## src/hdl/phy_ext_pkg.sv

```systemverilog
// Shared constants and types for the extended control register block
package phy_ext_pkg;

    // ****************************************************
    // Register location and field layout
    // ****************************************************
    localparam logic [4:0]  EXT_CTRL_ADDR = 5'h10;
    localparam int          OVR_BIT       = 15;
    localparam int          ADDR_HI       = 10;
    localparam int          ADDR_LO       = 6;
    localparam int          SCR_TEST_BIT  = 5;
    localparam int          NRZI_BIT      = 3;
    localparam int          INV_CODES_BIT = 2;
    localparam int          SCR_DIS_BIT   = 0;
    localparam logic [15:0] RSVD_MASK     = 16'h7812;

    // ****************************************************
    // Reset values
    // ****************************************************
    localparam logic        OVR_RST       = 1'b0;
    localparam logic        SCR_TEST_RST  = 1'b0;
    localparam logic        NRZI_RST      = 1'b1;
    localparam logic        INV_CODES_RST = 1'b0;
    localparam logic        SCR_DIS_RST   = 1'b0;
    localparam logic [4:0]  PHY_ADDR_RST  = 5'h00;

    // ****************************************************
    // Symbols, cipher seed and lock count
    // ****************************************************
    localparam logic [4:0]  IDLE_SYM      = 5'h1f;
    localparam logic [4:0]  ERR_SYM       = 5'h04;
    localparam logic [10:0] SCR_SEED      = 11'h7ff;
    localparam int          LOCK_IDLES    = 12;

    typedef enum logic {
        LK_HUNT,
        LK_LOCKED
    } lock_state_t;

endpackage : phy_ext_pkg

```

## src/hdl/phy_extended_control_reg.sv

```systemverilog
// Extended control register of the PHY and its transmit/receive hooks
//
// Operation
// - Setting override enable lets the next write change protected bits.
// - Override enable clears itself after the next management write.
// - Reserved bits 14:11, 4 and 1 read back as zero.
// - Hardware reset latches the five-bit address from LED pins.
// - Software reset leaves the latched address unchanged.
// - Scrambler test bit forces the descrambler to drop lock.
// - At 100 Mbit/s, bit 3 selects NRZ (0) or NRZI (1); reset one.
// - Invalid-codes bit clear gives standard 4B/5B translation always.
// - Forced mode maps nibbles 0-7 to a zero-prefixed code.
// - Forced mode maps nibbles 8-F to the listed alternate codes.
// - Cipher disable bypasses scrambler and descrambler together.
// - Scrambler settings act only at 100 Mbit/s.
`timescale 1ns/10ps
module phy_extended_control_reg #(
    parameter int LOCK_IDLES = phy_ext_pkg::LOCK_IDLES
) (
    input  wire logic        core_clk,
    input  wire logic        rst_n,
    input  wire logic        soft_reset,
    input  wire logic        mgmt_wr,
    input  wire logic        mgmt_rd,
    input  wire logic [4:0]  mgmt_addr,
    input  wire logic [15:0] mgmt_wdata,
    output logic      [15:0] mgmt_rdata,
    output logic             mgmt_rvalid,
    output logic             override_wr_en,
    output logic             protected_wr_ok,
    input  wire logic [4:0]  led_addr_pins,
    output logic      [4:0]  phy_addr,
    input  wire logic        speed_100,
    input  wire logic [3:0]  txd,
    input  wire logic        tx_en,
    input  wire logic        tx_er,
    output logic      [4:0]  tx_code,
    input  wire logic [4:0]  rx_sym,
    output logic      [4:0]  rx_data,
    output logic             rx_locked
);

    // ****************************************************
    // Register state
    // ****************************************************
    logic        ovr_en_r;
    logic        scr_test_r;
    logic        nrzi_r;
    logic        inv_codes_r;
    logic        scr_dis_r;
    logic [4:0]  phy_addr_r;
    logic        strap_pend_r;
    logic [4:0]  led_s1_r;
    logic [4:0]  led_s2_r;
    logic [15:0] rdata_r;
    logic        rvalid_r;
    logic [4:0]  tx_code_r;
    logic        line_lvl_r;
    logic [4:0]  rx_data_r;
    logic [15:0] reg_value;
    logic        hit;
    logic        wr_hit;
    logic [4:0]  enc_sym;
    logic [4:0]  scr_tx_out;
    logic [4:0]  scr_rx_out;
    logic        scr_bypass;
    logic        scr_test_act;
    logic [5:0]  nrzi_res;

    assign hit    = (mgmt_addr == phy_ext_pkg::EXT_CTRL_ADDR);
    assign wr_hit = mgmt_wr && hit;

    // Read image; reserved positions tied low
    assign reg_value = {ovr_en_r, 4'h0, phy_addr_r,
                        scr_test_r, 1'b0, nrzi_r, inv_codes_r,
                        1'b0, scr_dis_r};

    // ****************************************************
    // Writable fields
    // ****************************************************
    // Software reset restores defaults; reserved data is dropped
    always_ff @(posedge core_clk) begin
        if (!rst_n || soft_reset) begin
            scr_test_r  <= phy_ext_pkg::SCR_TEST_RST;
            nrzi_r      <= phy_ext_pkg::NRZI_RST;
            inv_codes_r <= phy_ext_pkg::INV_CODES_RST;
            scr_dis_r   <= phy_ext_pkg::SCR_DIS_RST;
        end else if (wr_hit) begin
            scr_test_r  <= mgmt_wdata[phy_ext_pkg::SCR_TEST_BIT];
            nrzi_r      <= mgmt_wdata[phy_ext_pkg::NRZI_BIT];
            inv_codes_r <= mgmt_wdata[phy_ext_pkg::INV_CODES_BIT];
            scr_dis_r   <= mgmt_wdata[phy_ext_pkg::SCR_DIS_BIT];
        end
    end

    // Any write consumes the enable; a write setting it wins
    always_ff @(posedge core_clk) begin
        if (!rst_n || soft_reset) begin
            ovr_en_r <= phy_ext_pkg::OVR_RST;
        end else if (mgmt_wr) begin
            ovr_en_r <= wr_hit && mgmt_wdata[phy_ext_pkg::OVR_BIT];
        end
    end

    // Protected bits elsewhere may change only on this qualified write
    assign override_wr_en  = ovr_en_r;
    assign protected_wr_ok = mgmt_wr && ovr_en_r;

    // ****************************************************
    // Address strap
    // ****************************************************
    // LED pins are asynchronous; two stages before use
    always_ff @(posedge core_clk) begin
        led_s1_r <= led_addr_pins;
        led_s2_r <= led_s1_r;
    end

    // Flag armed by reset, used once at the first edge after release
    always_ff @(posedge core_clk) begin
        if (!rst_n) begin
            strap_pend_r <= 1'b1;
        end else begin
            strap_pend_r <= 1'b0;
        end
    end

    // Soft reset is deliberately absent: the address survives it
    always_ff @(posedge core_clk) begin
        if (!rst_n) begin
            phy_addr_r <= phy_ext_pkg::PHY_ADDR_RST;
        end else if (strap_pend_r) begin
            phy_addr_r <= led_s2_r;
        end
    end

    assign phy_addr = phy_addr_r;

    // ****************************************************
    // Management read
    // ****************************************************
    // Registered answer one cycle after the strobe; other addresses zero
    always_ff @(posedge core_clk) begin
        if (!rst_n) begin
            rdata_r  <= 16'h0000;
            rvalid_r <= 1'b0;
        end else begin
            rvalid_r <= mgmt_rd;
            if (mgmt_rd) begin
                rdata_r <= hit ? reg_value : 16'h0000;
            end
        end
    end

    assign mgmt_rdata  = rdata_r;
    assign mgmt_rvalid = rvalid_r;

    // ****************************************************
    // Transmit and receive data path
    // ****************************************************
    sym_encoder u_enc (
        .txd          (txd),
        .tx_en        (tx_en),
        .tx_er        (tx_er),
        .inv_codes_en (inv_codes_r),
        .sym          (enc_sym)
    );

    // Cipher is a 100 Mbit/s function only
    assign scr_bypass   = scr_dis_r || !speed_100;
    assign scr_test_act = scr_test_r && speed_100;

    stream_cipher #(
        .LOCK_IDLES (LOCK_IDLES)
    ) u_cipher (
        .core_clk  (core_clk),
        .rst_n     (rst_n),
        .bypass    (scr_bypass),
        .test_mode (scr_test_act),
        .tx_sym    (enc_sym),
        .rx_sym    (rx_sym),
        .tx_out    (scr_tx_out),
        .rx_out    (scr_rx_out),
        .locked    (rx_locked)
    );

    // Bit 0 leaves first; returns {final level, coded symbol}
    function automatic logic [5:0] nrzi_code(input logic [4:0] d,
                                             input logic       lvl);
        logic       l;
        logic [4:0] o;
        l = lvl;
        o = 5'h00;
        for (int i = 0; i < 5; i++) begin
            l    = l ^ d[i];
            o[i] = l;
        end
        return {l, o};
    endfunction : nrzi_code

    assign nrzi_res = nrzi_code(scr_tx_out, line_lvl_r);

    // Line coding choice only matters in the 100 Mbit/s path
    always_ff @(posedge core_clk) begin
        if (!rst_n) begin
            tx_code_r  <= 5'h00;
            line_lvl_r <= 1'b0;
        end else if (speed_100 && nrzi_r) begin
            tx_code_r  <= nrzi_res[4:0];
            line_lvl_r <= nrzi_res[5];
        end else begin
            tx_code_r  <= scr_tx_out;
        end
    end

    always_ff @(posedge core_clk) begin
        if (!rst_n) begin
            rx_data_r <= 5'h00;
        end else begin
            rx_data_r <= scr_rx_out;
        end
    end

    assign tx_code = tx_code_r;
    assign rx_data = rx_data_r;
endmodule : phy_extended_control_reg

```

## src/hdl/stream_cipher.sv

```systemverilog
// Symbol-wide transmit scrambler and self-locking receive descrambler
`timescale 1ns/10ps
module stream_cipher #(
    parameter int LOCK_IDLES = phy_ext_pkg::LOCK_IDLES
) (
    input  wire logic       core_clk,
    input  wire logic       rst_n,
    input  wire logic       bypass,
    input  wire logic       test_mode,
    input  wire logic [4:0] tx_sym,
    input  wire logic [4:0] rx_sym,
    output logic      [4:0] tx_out,
    output logic      [4:0] rx_out,
    output logic            locked
);

    // ****************************************************
    // Key generator, x^11 + x^9 + 1
    // ****************************************************
    // State holds the last eleven key bits; returns {key, next state}
    function automatic logic [15:0] key_step(input logic [10:0] s);
        logic [10:0] t;
        logic [4:0]  k;
        t = s;
        k = 5'h00;
        for (int i = 0; i < 5; i++) begin
            k[i] = t[10] ^ t[8];
            t    = {t[9:0], k[i]};
        end
        return {k, t};
    endfunction : key_step

    logic [10:0]                   tx_lfsr_r;
    logic [10:0]                   rx_lfsr_r;
    logic [$clog2(LOCK_IDLES+1)-1:0] match_cnt_r;
    phy_ext_pkg::lock_state_t      lock_r;
    logic [15:0]                   tx_step;
    logic [15:0]                   rx_step;
    logic [4:0]                    rx_key_obs;
    logic                          rx_match;

    assign tx_step    = key_step(tx_lfsr_r);
    assign rx_step    = key_step(rx_lfsr_r);
    assign rx_key_obs = ~rx_sym;          // idle is all ones
    // An all-zero state never counts: plain idles would lock on it
    assign rx_match   = (rx_lfsr_r != '0) && (rx_step[15:11] == rx_key_obs);
    assign locked     = (lock_r == phy_ext_pkg::LK_LOCKED);

    // Bypass sends plain symbols both ways
    assign tx_out = bypass ? tx_sym : (tx_sym ^ tx_step[15:11]);
    assign rx_out = bypass ? rx_sym : (rx_sym ^ rx_step[15:11]);

    // Transmit key advances every symbol
    always_ff @(posedge core_clk) begin
        if (!rst_n) begin
            tx_lfsr_r <= phy_ext_pkg::SCR_SEED;
        end else begin
            tx_lfsr_r <= tx_step[10:0];
        end
    end

    // Hunting loads key bits seen on idle, oldest bit highest as the
    // generator shifts them in; locked free-runs
    always_ff @(posedge core_clk) begin
        if (!rst_n) begin
            rx_lfsr_r <= phy_ext_pkg::SCR_SEED;
        end else if (lock_r == phy_ext_pkg::LK_HUNT) begin
            rx_lfsr_r <= {rx_lfsr_r[5:0], rx_key_obs[0], rx_key_obs[1],
                          rx_key_obs[2], rx_key_obs[3], rx_key_obs[4]};
        end else begin
            rx_lfsr_r <= rx_step[10:0];
        end
    end

    // Lock after a run of predicted idles; test mode or bypass drops lock
    always_ff @(posedge core_clk) begin
        if (!rst_n || test_mode || bypass) begin
            lock_r      <= phy_ext_pkg::LK_HUNT;
            match_cnt_r <= '0;
        end else begin
            unique case (lock_r)
                phy_ext_pkg::LK_HUNT: begin
                    if (!rx_match) begin
                        match_cnt_r <= '0;
                    end else if (int'(match_cnt_r) == LOCK_IDLES - 1) begin
                        lock_r <= phy_ext_pkg::LK_LOCKED;
                    end else begin
                        match_cnt_r <= match_cnt_r + 1'b1;
                    end
                end
                phy_ext_pkg::LK_LOCKED: begin
                    match_cnt_r <= '0;
                end
            endcase
        end
    end
endmodule : stream_cipher

```

## src/hdl/sym_encoder.sv

```systemverilog
// 4B/5B transmit symbol encoder with forced invalid-code table
`timescale 1ns/10ps
module sym_encoder (
    input  wire logic [3:0] txd,
    input  wire logic       tx_en,
    input  wire logic       tx_er,
    input  wire logic       inv_codes_en,
    output logic      [4:0] sym
);

    // ****************************************************
    // Code tables
    // ****************************************************
    // Standard nibble to symbol translation
    function automatic logic [4:0] std_code(input logic [3:0] n);
        unique case (n)
            4'h0: std_code = 5'h1e;
            4'h1: std_code = 5'h09;
            4'h2: std_code = 5'h14;
            4'h3: std_code = 5'h15;
            4'h4: std_code = 5'h0a;
            4'h5: std_code = 5'h0b;
            4'h6: std_code = 5'h0e;
            4'h7: std_code = 5'h0f;
            4'h8: std_code = 5'h12;
            4'h9: std_code = 5'h13;
            4'ha: std_code = 5'h16;
            4'hb: std_code = 5'h17;
            4'hc: std_code = 5'h1a;
            4'hd: std_code = 5'h1b;
            4'he: std_code = 5'h1c;
            4'hf: std_code = 5'h1d;
        endcase
    endfunction : std_code

    // Forced table: low half is the nibble with a zero on top
    function automatic logic [4:0] inv_code(input logic [3:0] n);
        unique case (n[3])
            1'b0: inv_code = {1'b0, n};
            1'b1: begin
                unique case (n[2:0])
                    3'h0: inv_code = 5'h00;
                    3'h1: inv_code = 5'h0d;
                    3'h2: inv_code = 5'h0c;
                    3'h3: inv_code = 5'h11;
                    3'h4: inv_code = 5'h10;
                    3'h5: inv_code = 5'h19;
                    3'h6: inv_code = 5'h18;
                    3'h7: inv_code = 5'h1f;
                endcase
            end
        endcase
    endfunction : inv_code

    // Forced table wins only while enabled and the MAC flags an error
    always_comb begin
        if (inv_codes_en && tx_er) begin
            sym = inv_code(txd);
        end else if (!tx_en) begin
            sym = phy_ext_pkg::IDLE_SYM;
        end else if (tx_er) begin
            sym = phy_ext_pkg::ERR_SYM;
        end else begin
            sym = std_code(txd);
        end
    end

endmodule : sym_encoder

```

## config.mk

```make
export PLATFORM = sky130hd
export DESIGN_NAME = phy_extended_control_reg
export DESIGN_NICKNAME = d
export VERILOG_FILES = /design/src/hdl/phy_ext_pkg.sv /design/src/hdl/phy_extended_control_reg.sv /design/src/hdl/stream_cipher.sv /design/src/hdl/sym_encoder.sv
export SDC_FILE = /design/constraint.sdc
export NUM_CORES = 1
export LEC_CHECK = 0
export ABC_AREA = 1
export BUFFER_PORTS_ARGS = -buffer_cell sky130_fd_sc_hd__buf_2
export CAP_MARGIN = 25
export CORE_MARGIN = 3
export CORE_UTILIZATION = 47
export DETAILED_ROUTE_END_ITERATION = 8
export GPL_ROUTABILITY_DRIVEN = 0
export HOLD_SLACK_MARGIN = 0.02
export PLACE_DENSITY = 0.75
export SYNTH_ARGS = -nofsm -noshare
export SYNTH_HDL_FRONTEND = slang
export SYNTH_HIERARCHICAL = 1
export SYNTH_SLANG_ARGS = --single-unit
```

## constraint.sdc

```tcl
create_clock -name core_clk -period 1.8 [get_ports core_clk]
set_input_delay 0.45 -clock core_clk [delete_from_list [all_inputs] [get_ports core_clk]]
set_output_delay 0.45 -clock core_clk [all_outputs]
set_load 0.005 [all_outputs]
```

# ---- Yosys cells after proc, flatten, opt, wreduce, memory -nomap -nowiden
# Memory sizes are Yosys's and may differ from the RTL's.
# Cells that the tools add are included.
# Widths: inputs -> output; s select.
dict set report totals {
  reg_bits 76
  rom_bits 120
  in_bits 43
  out_inout_bits 35
  memories 2
}
# memory words word_bits rd rd_clocked_by_memory_dff write_ports line_no
set memory_table {}
lappend memory_table {{(name not given)} 16 5 1 0 0 sym_encoder.sv:16} ;# unique case (n)
lappend memory_table {{(name not given)} 8 5 1 0 0 sym_encoder.sv:41} ;# unique case (n[2:0])
dict set report classes {
  n_addsub 1
  n_eq_ne 4
  n_mux 16
  n_bitwise 20
  reduce_logical 14
}
# operator count
set ops {}
lappend ops {{$mux 5} 7}
lappend ops {{$mux 16} 1}
lappend ops {{$xor 1x1->1} 15}
lappend ops {{$reduce_bool 11->1} 1}
lappend ops {{$pmux 5 s2} 1}
lappend ops {{$xor 5x5->5} 2}
lappend ops {{$mux 4} 2}
lappend ops {{$pmux 4 s2} 1}
lappend ops {{$logic_and 1x1->1} 7}
lappend ops {{$eq 5x5->1} 1}
lappend ops {{$eq 5x5->1 const B} 1}
lappend ops {{$not 5->5} 1}
lappend ops {{$add 4x1->4 const B} 1}
lappend ops {{$eq 4x4->1 const B} 1}
lappend ops {{$logic_or 1x1->1} 4}
lappend ops {{$mux 1} 4}
lappend ops {{$ne 3x3->1 const B} 1}
lappend ops {{$logic_not 1->1} 2}
lappend ops {{$not 1->1} 2}

# ---- Longest topological paths before layout
# Gate-level depths: netlist of run 1.
# An unclocked memory read counts as a cell.
dict set report depth {
  word_depth 12
  mapped_depth 16
  depth_no_buf 16
}

# ---- By module
# The synthesis of run 1 kept the hierarchy.
# module n_inst cells_per_inst area_each_um2
set by_module_without_submodules {}
lappend by_module_without_submodules {phy_extended_control_reg 1 181 1493.9}
lappend by_module_without_submodules {stream_cipher 1 175 1266.2}
lappend by_module_without_submodules {sym_encoder 1 47 231.5}

# ---- Worst setup path after synthesis of run 1
# Ideal clock, no wire load.
dict set report synth_timing {
  path_type {input port to flip-flop}
  startpoint {input port txd[1]}
  endpoint {register tx_code_r[4], in the netlist tx_code[4]}
  t_arrival_ns 1.825
  setup_slack_ns -0.095
  path_stages 15
  cell_sequence {inv_1 -> ha_1 -> nand3_1 -> nand3_1 -> nand2_1 -> inv_1 -> xor2_1 -> inv_1 -> nand2_1 -> nand2_1 -> nand2_2 -> nand2_4 -> nand2_2 -> nand3_2 -> a21oi_1}
}
dict set report synth_via {
  elab_cells_between_ends 14
}
# item line_no
set synth_rtl {}
lappend synth_rtl {{from (decl)} phy_extended_control_reg.sv:34} ;# input wire logic [3:0] txd,
lappend synth_rtl {{$mem_v2 16x5} --}
lappend synth_rtl {{$mux 5} sym_encoder.sv:61} ;# end else if (tx_er) begin
lappend synth_rtl {{$mux 5} sym_encoder.sv:59} ;# end else if (!tx_en) begin
lappend synth_rtl {{$mux 5 (*)} sym_encoder.sv:57} ;# if (inv_codes_en && tx_er) begin
lappend synth_rtl {{via enc_sym[2]} phy_extended_control_reg.sv:63} ;# logic [4:0] enc_sym;
lappend synth_rtl {{$xor 5x5->5} stream_cipher.sv:50} ;# assign tx_out = bypass ? tx_sym : (tx_sym ^ tx_step[15:11]);
lappend synth_rtl {{$mux 5 (*)} stream_cipher.sv:50}
lappend synth_rtl {{via scr_tx_out[2]} phy_extended_control_reg.sv:64} ;# logic [4:0] scr_tx_out;
lappend synth_rtl {{$xor 1x1->1 (*) (3 in a row)} phy_extended_control_reg.sv:194} ;# l = l ^ d[i];
lappend synth_rtl {{$mux 5 (*)} phy_extended_control_reg.sv:207} ;# end else if (speed_100 && nrzi_r) begin
lappend synth_rtl {{to (signal assigned)} phy_extended_control_reg.sv:208} ;# tx_code_r <= nrzi_res[4:0];
lappend synth_rtl {{to (signal assigned)} phy_extended_control_reg.sv:211} ;# tx_code_r <= scr_tx_out;
lappend synth_rtl {{to (decl)} phy_extended_control_reg.sv:57} ;# logic [4:0] tx_code_r;
# Mark *: on every way through the listed nets, which the timed path passes. The rest lies on a longest branch.
# A chain may end at the register's enable or synchronous reset.

# ---- Final worst setup path of run 1
dict set report layout_timing {
  startpoint {register inv_codes_r}
  endpoint {register line_lvl_r}
}
dict set report layout_via {
  elab_chain_len 9
}
# item line_no
set layout_rtl {}
lappend layout_rtl {{from (decl)} phy_extended_control_reg.sv:49} ;# logic inv_codes_r;
lappend layout_rtl {{from (signal assigned)} phy_extended_control_reg.sv:86} ;# inv_codes_r <= phy_ext_pkg::INV_CODES_RST;
lappend layout_rtl {{from (signal assigned)} phy_extended_control_reg.sv:91} ;# inv_codes_r <= mgmt_wdata[phy_ext_pkg::INV_CODES_BIT];
lappend layout_rtl {{$logic_and 1x1->1 (*)} sym_encoder.sv:57}
lappend layout_rtl {{$mux 5 (*)} sym_encoder.sv:57}
lappend layout_rtl {{via enc_sym[0]} phy_extended_control_reg.sv:63}
lappend layout_rtl {{$xor 5x5->5} stream_cipher.sv:50}
lappend layout_rtl {{$mux 5 (*)} stream_cipher.sv:50}
lappend layout_rtl {{via scr_tx_out[0]} phy_extended_control_reg.sv:64}
lappend layout_rtl {{$xor 1x1->1 (*) (5 in a row)} phy_extended_control_reg.sv:194}
lappend layout_rtl {{to (signal assigned)} phy_extended_control_reg.sv:209} ;# line_lvl_r <= nrzi_res[5];
lappend layout_rtl {{to (decl)} phy_extended_control_reg.sv:58} ;# logic line_lvl_r;
# Marks and branches as above.

==> impl_metrics.ini, run 1 <==
[finish]
drive_gt1_share_pct = 30.27
antenna_cells = 0
nNetsFinal = 532
syn2layout_area_growth_pct = 25.85

[setup_path]
timing.rr.end = line_lvl_r
critPathMostFrequentCell = nand2_2
arrival_ps = 1960
crit_buf_inv = 3
startpoint = inv_codes_r
critPathCaptureType = register
worstSetupPathType = register to register
start_kind = register
critPathMaxFanout = 4
reg2regPathDepth = 12
cp_data_required_time_ps = 2090
reg2reg_slack_ps = 130
cp_slowest_cell = dfxtp_2
cpPeakStageDelay_ps = 330
rr_startpoint = inv_codes_r
cp_top_family = simple AND/OR/NAND/NOR gates
worstPathCellList = buf_4 -> o21ai_0 -> nand2_2 -> xor2_1 -> buf_4 -> inv_2 -> nand2_1 -> nand2_2 -> nand2_2 -> nand3_1 -> nand3_2 -> a21oi_2

[detailed_routing]
num_vias = 2650
remaining_drc_errors = 0
antenna_left = 0
drt_iter0_drc = 93
top_layer_used = met4
firstDrtPassIters = 4
wl_per_cell_um = 11.11
wl_um = 6268
viasPerCell = 4.699
wl_met1_um = 2780
met2_wirelength_um = 2923
wl_met3_um = 447

[clock_tree]
cts_tree = built
cts_root_buffer = clkbuf_8
cts_made_buffers = 9
cts.sinks = 70
htreeDepth = 3
holdBufCountCts = 0
insertion_delay_ps = 350
clkTransAtPathRegs_ps = 80
cts_max_path_buffers = 2

[synth]
ys_warn_count = 6
async_flop_share_pct = 0
synth-edff-count = 0
syn_area_mm2 = 0.002992
synth-seq-cells = 70
avgSynthCellArea_um2 = 7.423
syn_inst = 403
synth_most_common_cell = nand2_1
synth.distinct_cells = 30
synth_sequential_area_ratio_pct = 46.84
synth.largest_area_cell = dfxtp_1
yosys-top-cells-area = dfxtp_1 (47%), nand2_1 (13%), inv_1 (5.3%)
synth_top_area_share_pct = 46.84
synth_ff_type = dfxtp_1
synth_common_cells = nand2_1 (102), dfxtp_1 (70), inv_1 (42)

[floorplan]
core_area_mm2 = 0.006026
num_rows = 28
ios = 78
die-area_mm2 = 0.007358
start_util_pct = 49.65
dieHeight_um = 85.78
die_w_um = 85.78

[place]
port_buffers = 60
dp_hpwl_um = 4701
dpl_worst_slack_ps = -264.5

[sta]
hold_violations = 0
drv_slew = 0
post-route-min-period_ps = 1671
setup_viol = 0
max_freq_mhz = 598.5
fin_crit_sh_pct = 92.82
tns_ps = 0
fin_skew_ps = 10.17
fin_ws_ps = 129.3

[pwr]
p_per_area_mw_per_mm2 = 934.9
ir_drop_v = 0.0004675
p_leak_nw = 1.888

[min_path]
min_to = led_s1_r[2]
hold_start = led_addr_pins[2]
whs_path_depth = 1
min_path_type = input port to register

[global_routing]
grt_pass1_vias = 2467
antenna_found_initial = 0
grt_max_degree = 22
overflow = 0
grt_pass1_wl_um = 10380
grt_usage_pct = 17.65

[job]
max_cap_viol_count = 0

[status]
status = complete, no violations
[layer usage]
| metal | global-route usage (%) | up-vias |
|---|---|---|
| met5 | 0 | - |
| met4 | 8.921 | 0 |
| met3 | 4.419 | 9 |
| met2 | 29.87 | 72 |
| met1 | 20.69 | 1161 |
| li1 | - | 1408 |
[layout make-up]
cell class / instances / area, µm²
clock buffer: 9 / 123.9
clock inverter: 7 / 78.83
fill: 508 / 2261
inverter: 51 / 193.9
multi-input combinational: 273 / 1416
sequential: 70 / 1403
tap: 75 / 93.84
timing repair buffer: 79 / 455.4
[worst max path at each step]
stage                            end  slack, ps  cells past startpoint
final                     line_lvl_r        130                     12
after global routing      line_lvl_r        -40                     10
after CTS                 line_lvl_r         70                     13
after detailed placement  line_lvl_r       -260                     15
after global placement    tx_code[4]       -230                     16
after floorplan           tx_code[3]          8                     13
[registers in the layout, indices dropped and copies added, names as in the netlist, 4 cells and up]
signal	cells
rx_data	5
mgmt_rdata	10
u_cipher/match_cnt_r	4
u_cipher/tx_lfsr_r	11
u_cipher/rx_lfsr_r	11
led_s2_r	5
tx_code	5
led_s1_r	5
phy_addr	5
[per-stage QoR]
stage / hold WS (ps) / util [%] / total power [mW] / instances / instance area, µm²
2_1_floorplan: 309.6 / - / 2.049 / 408 / 3030
3_3_place_gp: 312.4 / 57.50 / 2.211 / 545 / 3465
3_5_place_dp: 312.1 / 57.50 / 2.226 / 545 / 3465
4_1_cts: 181.4 / 60.86 / 3.510 / 561 / 3667
5_1_grt: 178.0 / 62.48 / 3.701 / 564 / 3765
6_report: 195.9 / 62.48 / 3.520 / 564 / 3765
[logic make-up (layout without fill, tap and decap cells)]
logic type | count (synthesis) | after routing | synth area share [%]
xor gates and xnor gates | 13 | 13 | 3.806
buffers and inverters | 65 | 146 | 9.076
other | 1 | 6 | 0.1254
AOI/OAI and AO/OA | 56 | 56 | 9.536
adders and majority gates | 5 | 5 | 2.091
and+or+nand+nor | 193 | 193 | 28.52
DFF | 70 | 70 | 46.84
[cells in the final DEF (no fill, tap or decap), types with 2 or more instances in the layout]
cell type	n
a21oi_1	20
a21oi_2	2
buf_2	58
buf_4	19
buf_6	2
clkbuf_8	9
clkinv_1	2
conb_1	6
dfxtp_1	69
ha_1	2
ha_2	2
inv_1	38
inv_2	10
inv_6	4
nand2_1	98
nand2_2	10
nand3_1	23
nand3_2	3
nor2_1	35
nor2_2	4
nor2_4	2
nor3_1	2
o21ai_0	28
o21ai_1	4
or2_2	11
xnor2_1	7
xor2_1	4
[power by group]
group	leakage (nW)	total, mW	internal, mW	switching [mW]
logic	1.20	0.547	0.244	0.303
clock network	0.105	1.29	0.659	0.627
registers	0.581	1.69	1.64	0.0428
total	1.89	3.52	2.55	0.973
[what timing repair did]
action	in CTS	in global routing
resized for setup	0	25
endpoints found under the setup margin	0	5
setup buffers	0	3
Power figures use the tool's default switching activity.
==> inputs of run 2 (changes only) <==
- CORE_UTILIZATION: 47 -> 49
- CTS_BUF_LIST: default -> sky130_fd_sc_hd__clkbuf_4 sky130_fd_sc_hd__clkbuf_8
- PLACE_DENSITY: 0.75 -> 0.78
==> run 2 against run 1 <==
Against the previous run:
- utilization is 3.3 points higher
- worst setup slack worse by 80 ps
- hold slack better by 1.7 ps
- count of clock-buffer cells in the layout stayed put
- non-clock buffer count is 1 lower
- critical endpoint unchanged
- largest power group unchanged
==> impl_metrics.ini, run 2 (synthesis gave the netlist of run 1 again) <==
[setup_path]
cpPeakStageDelay_ps = 330
cp_top_family = simple AND/OR/NAND/NOR gates
reg2reg_slack_ps = 50
critPathCaptureType = register
critPathMaxFanout = 4
crit_buf_inv = 3
arrival_ps = 2040
timing.rr.end = line_lvl_r
rr_startpoint = inv_codes_r
worstPathCellList = nand2_2 -> inv_2 -> or2_4 -> nand2_2 -> xor2_1 -> buf_4 -> inv_4 -> nand2_2 -> nand2_2 -> nand2_2 -> nand2_4 -> nand2_2 -> nand3_2 -> a21oi_2
worstSetupPathType = register to register
cp_slowest_cell = dfxtp_2
critPathMostFrequentCell = nand2_2
start_kind = register
reg2regPathDepth = 14
cp_data_required_time_ps = 2090

[floorplan]
start_util_pct = 52.40
die-area_mm2 = 0.007079
num_rows = 27
dieHeight_um = 84.14
ios = 78
core_area_mm2 = 0.005709
die_w_um = 84.14

[finish]
syn2layout_area_growth_pct = 25.47
antenna_cells = 0
fin_util_pct = 65.75
layout_commonest_cell = nand2_1
final_cell_mix = nand2_1 (97), dfxtp_1 (69), buf_2 (58)
nNetsFinal = 531
final_cell_area_mm2 = 0.003754
drive_gt1_share_pct = 29.92

[global_routing]
grt-busiest-layer = met2
overflow = 0
grt_pass1_vias = 2439
grt_max_degree = 22
grt_usage_pct = 17.85
grt_pass1_wl_um = 10250
met2_usage_pct = 30.13
gr-usage-met3_pct = 6.183
grt_use_met1_pct = 20.45
antenna_found_initial = 0

[sta]
fin_crit_sh_pct = 97.27
fin_skew_ps = 5.547
rsz0062_at_grt = yes
fin_ws_ps = 49.09
hold_violations = 0
max_freq_mhz = 571.1
drv_slew = 0
setup_viol = 0
post-route-min-period_ps = 1751
tns_ps = 0

[detailed_routing]
wl_per_cell_um = 11.41
viasPerCell = 4.823
num_vias = 2701
drt_iter0_drc = 100
antenna_left = 0
remaining_drc_errors = 0
wl_um = 6390
firstDrtPassIters = 4

[clock_tree]
cts_resized = 0
cts_max_path_buffers = 2
htreeDepth = 3
cts_setup_buffers = 0
cts.sinks = 70
cts_root_buffer = clkbuf_8
cts_made_buffers = 9
cts_tree = built
holdBufCountCts = 0
clkTransAtPathRegs_ps = 80
insertion_delay_ps = 350

[pwr]
p_leak_nw = 1.881
power_mw = 3.483
ir_drop_v = 0.0005636
p_per_area_mw_per_mm2 = 928.0

[place]
place_area_mm2 = 0.003476
port_buffers = 60
dp_hpwl_um = 4857
dpl_worst_slack_ps = -295.2

[job]
max_cap_viol_count = 0

[min_path]
hold_start = led_addr_pins[0]
whs_path_depth = 1
min_to = led_s1_r[0]
min_path_type = input port to register

[status]
status = complete, no violations
## run 2: cell types whose count changed in the layout (fill, tap and decap cells not counted), sizes merged
cell,delta
inv,-3
clkinv,+1
buf,-1
clkinvlp,+2
## run 2: per-stage QoR
stage	hold slack [ps]	instances
final	197.6	560
after global routing	182.1	560
after CTS	184.3	560
after detailed placement	314.3	544
after global placement	312.4	544
after floorplan	309.6	408
## run 2: per-layer routing
| metal | vias up | wire length [µm] | share of wire (%) |
|---|---|---|---|
| met5 | - | 0 | 0 |
| li1 | 1400 | - | - |
| met4 | 0 | 133 | 2.1 |
| met1 | 1207 | 2796 | 44 |
| met3 | 13 | 456 | 7.1 |
| met2 | 81 | 3004 | 47 |
## run 2: final cells by class
type	instances	area, µm²
fill	476	1956
multi-input combinational	273	1428
sequential	70	1403
timing repair buffer	78	440.4
inverter	51	196.4
clock buffer	9	123.9
tap	72	90.09
clock inverter	7	72.57
## run 2: how the worst max path moves through the flow
| stage | startpoint | endpoint | slack, ps | depth (start not counted) |
|---|---|---|---|---|
| floorplan | txd[0] | tx_code[3] | 8 | 13 |
| global placement | txd[0] | tx_code[4] | -220 | 16 |
| detailed placement | txd[0] | tx_code[4] | -300 | 16 |
| CTS | inv_codes_r | line_lvl_r | 30 | 13 |
| global route | scr_dis_r | line_lvl_r | -60 | 10 |
| finish | inv_codes_r | line_lvl_r | 50 | 14 |
## run 2: where the power goes
part	switching (mW)	total (mW)	internal [mW]	leakage (nW)
logic	0.313	0.556	0.243	1.20
registers	0.0461	1.69	1.64	0.581
clock network	0.596	1.24	0.641	0.0956
total	0.955	3.48	2.53	1.88
## run 2: worst register-to-register path: cells and delay by family, from the launching register on
family                    cells  cell delay, ps
buffers and inverters         3             240
and+or+nand+nor               9             830
xor gates and xnor gates      1             160
AOI/OAI and AO/OA             1             140
DFF                           1             330
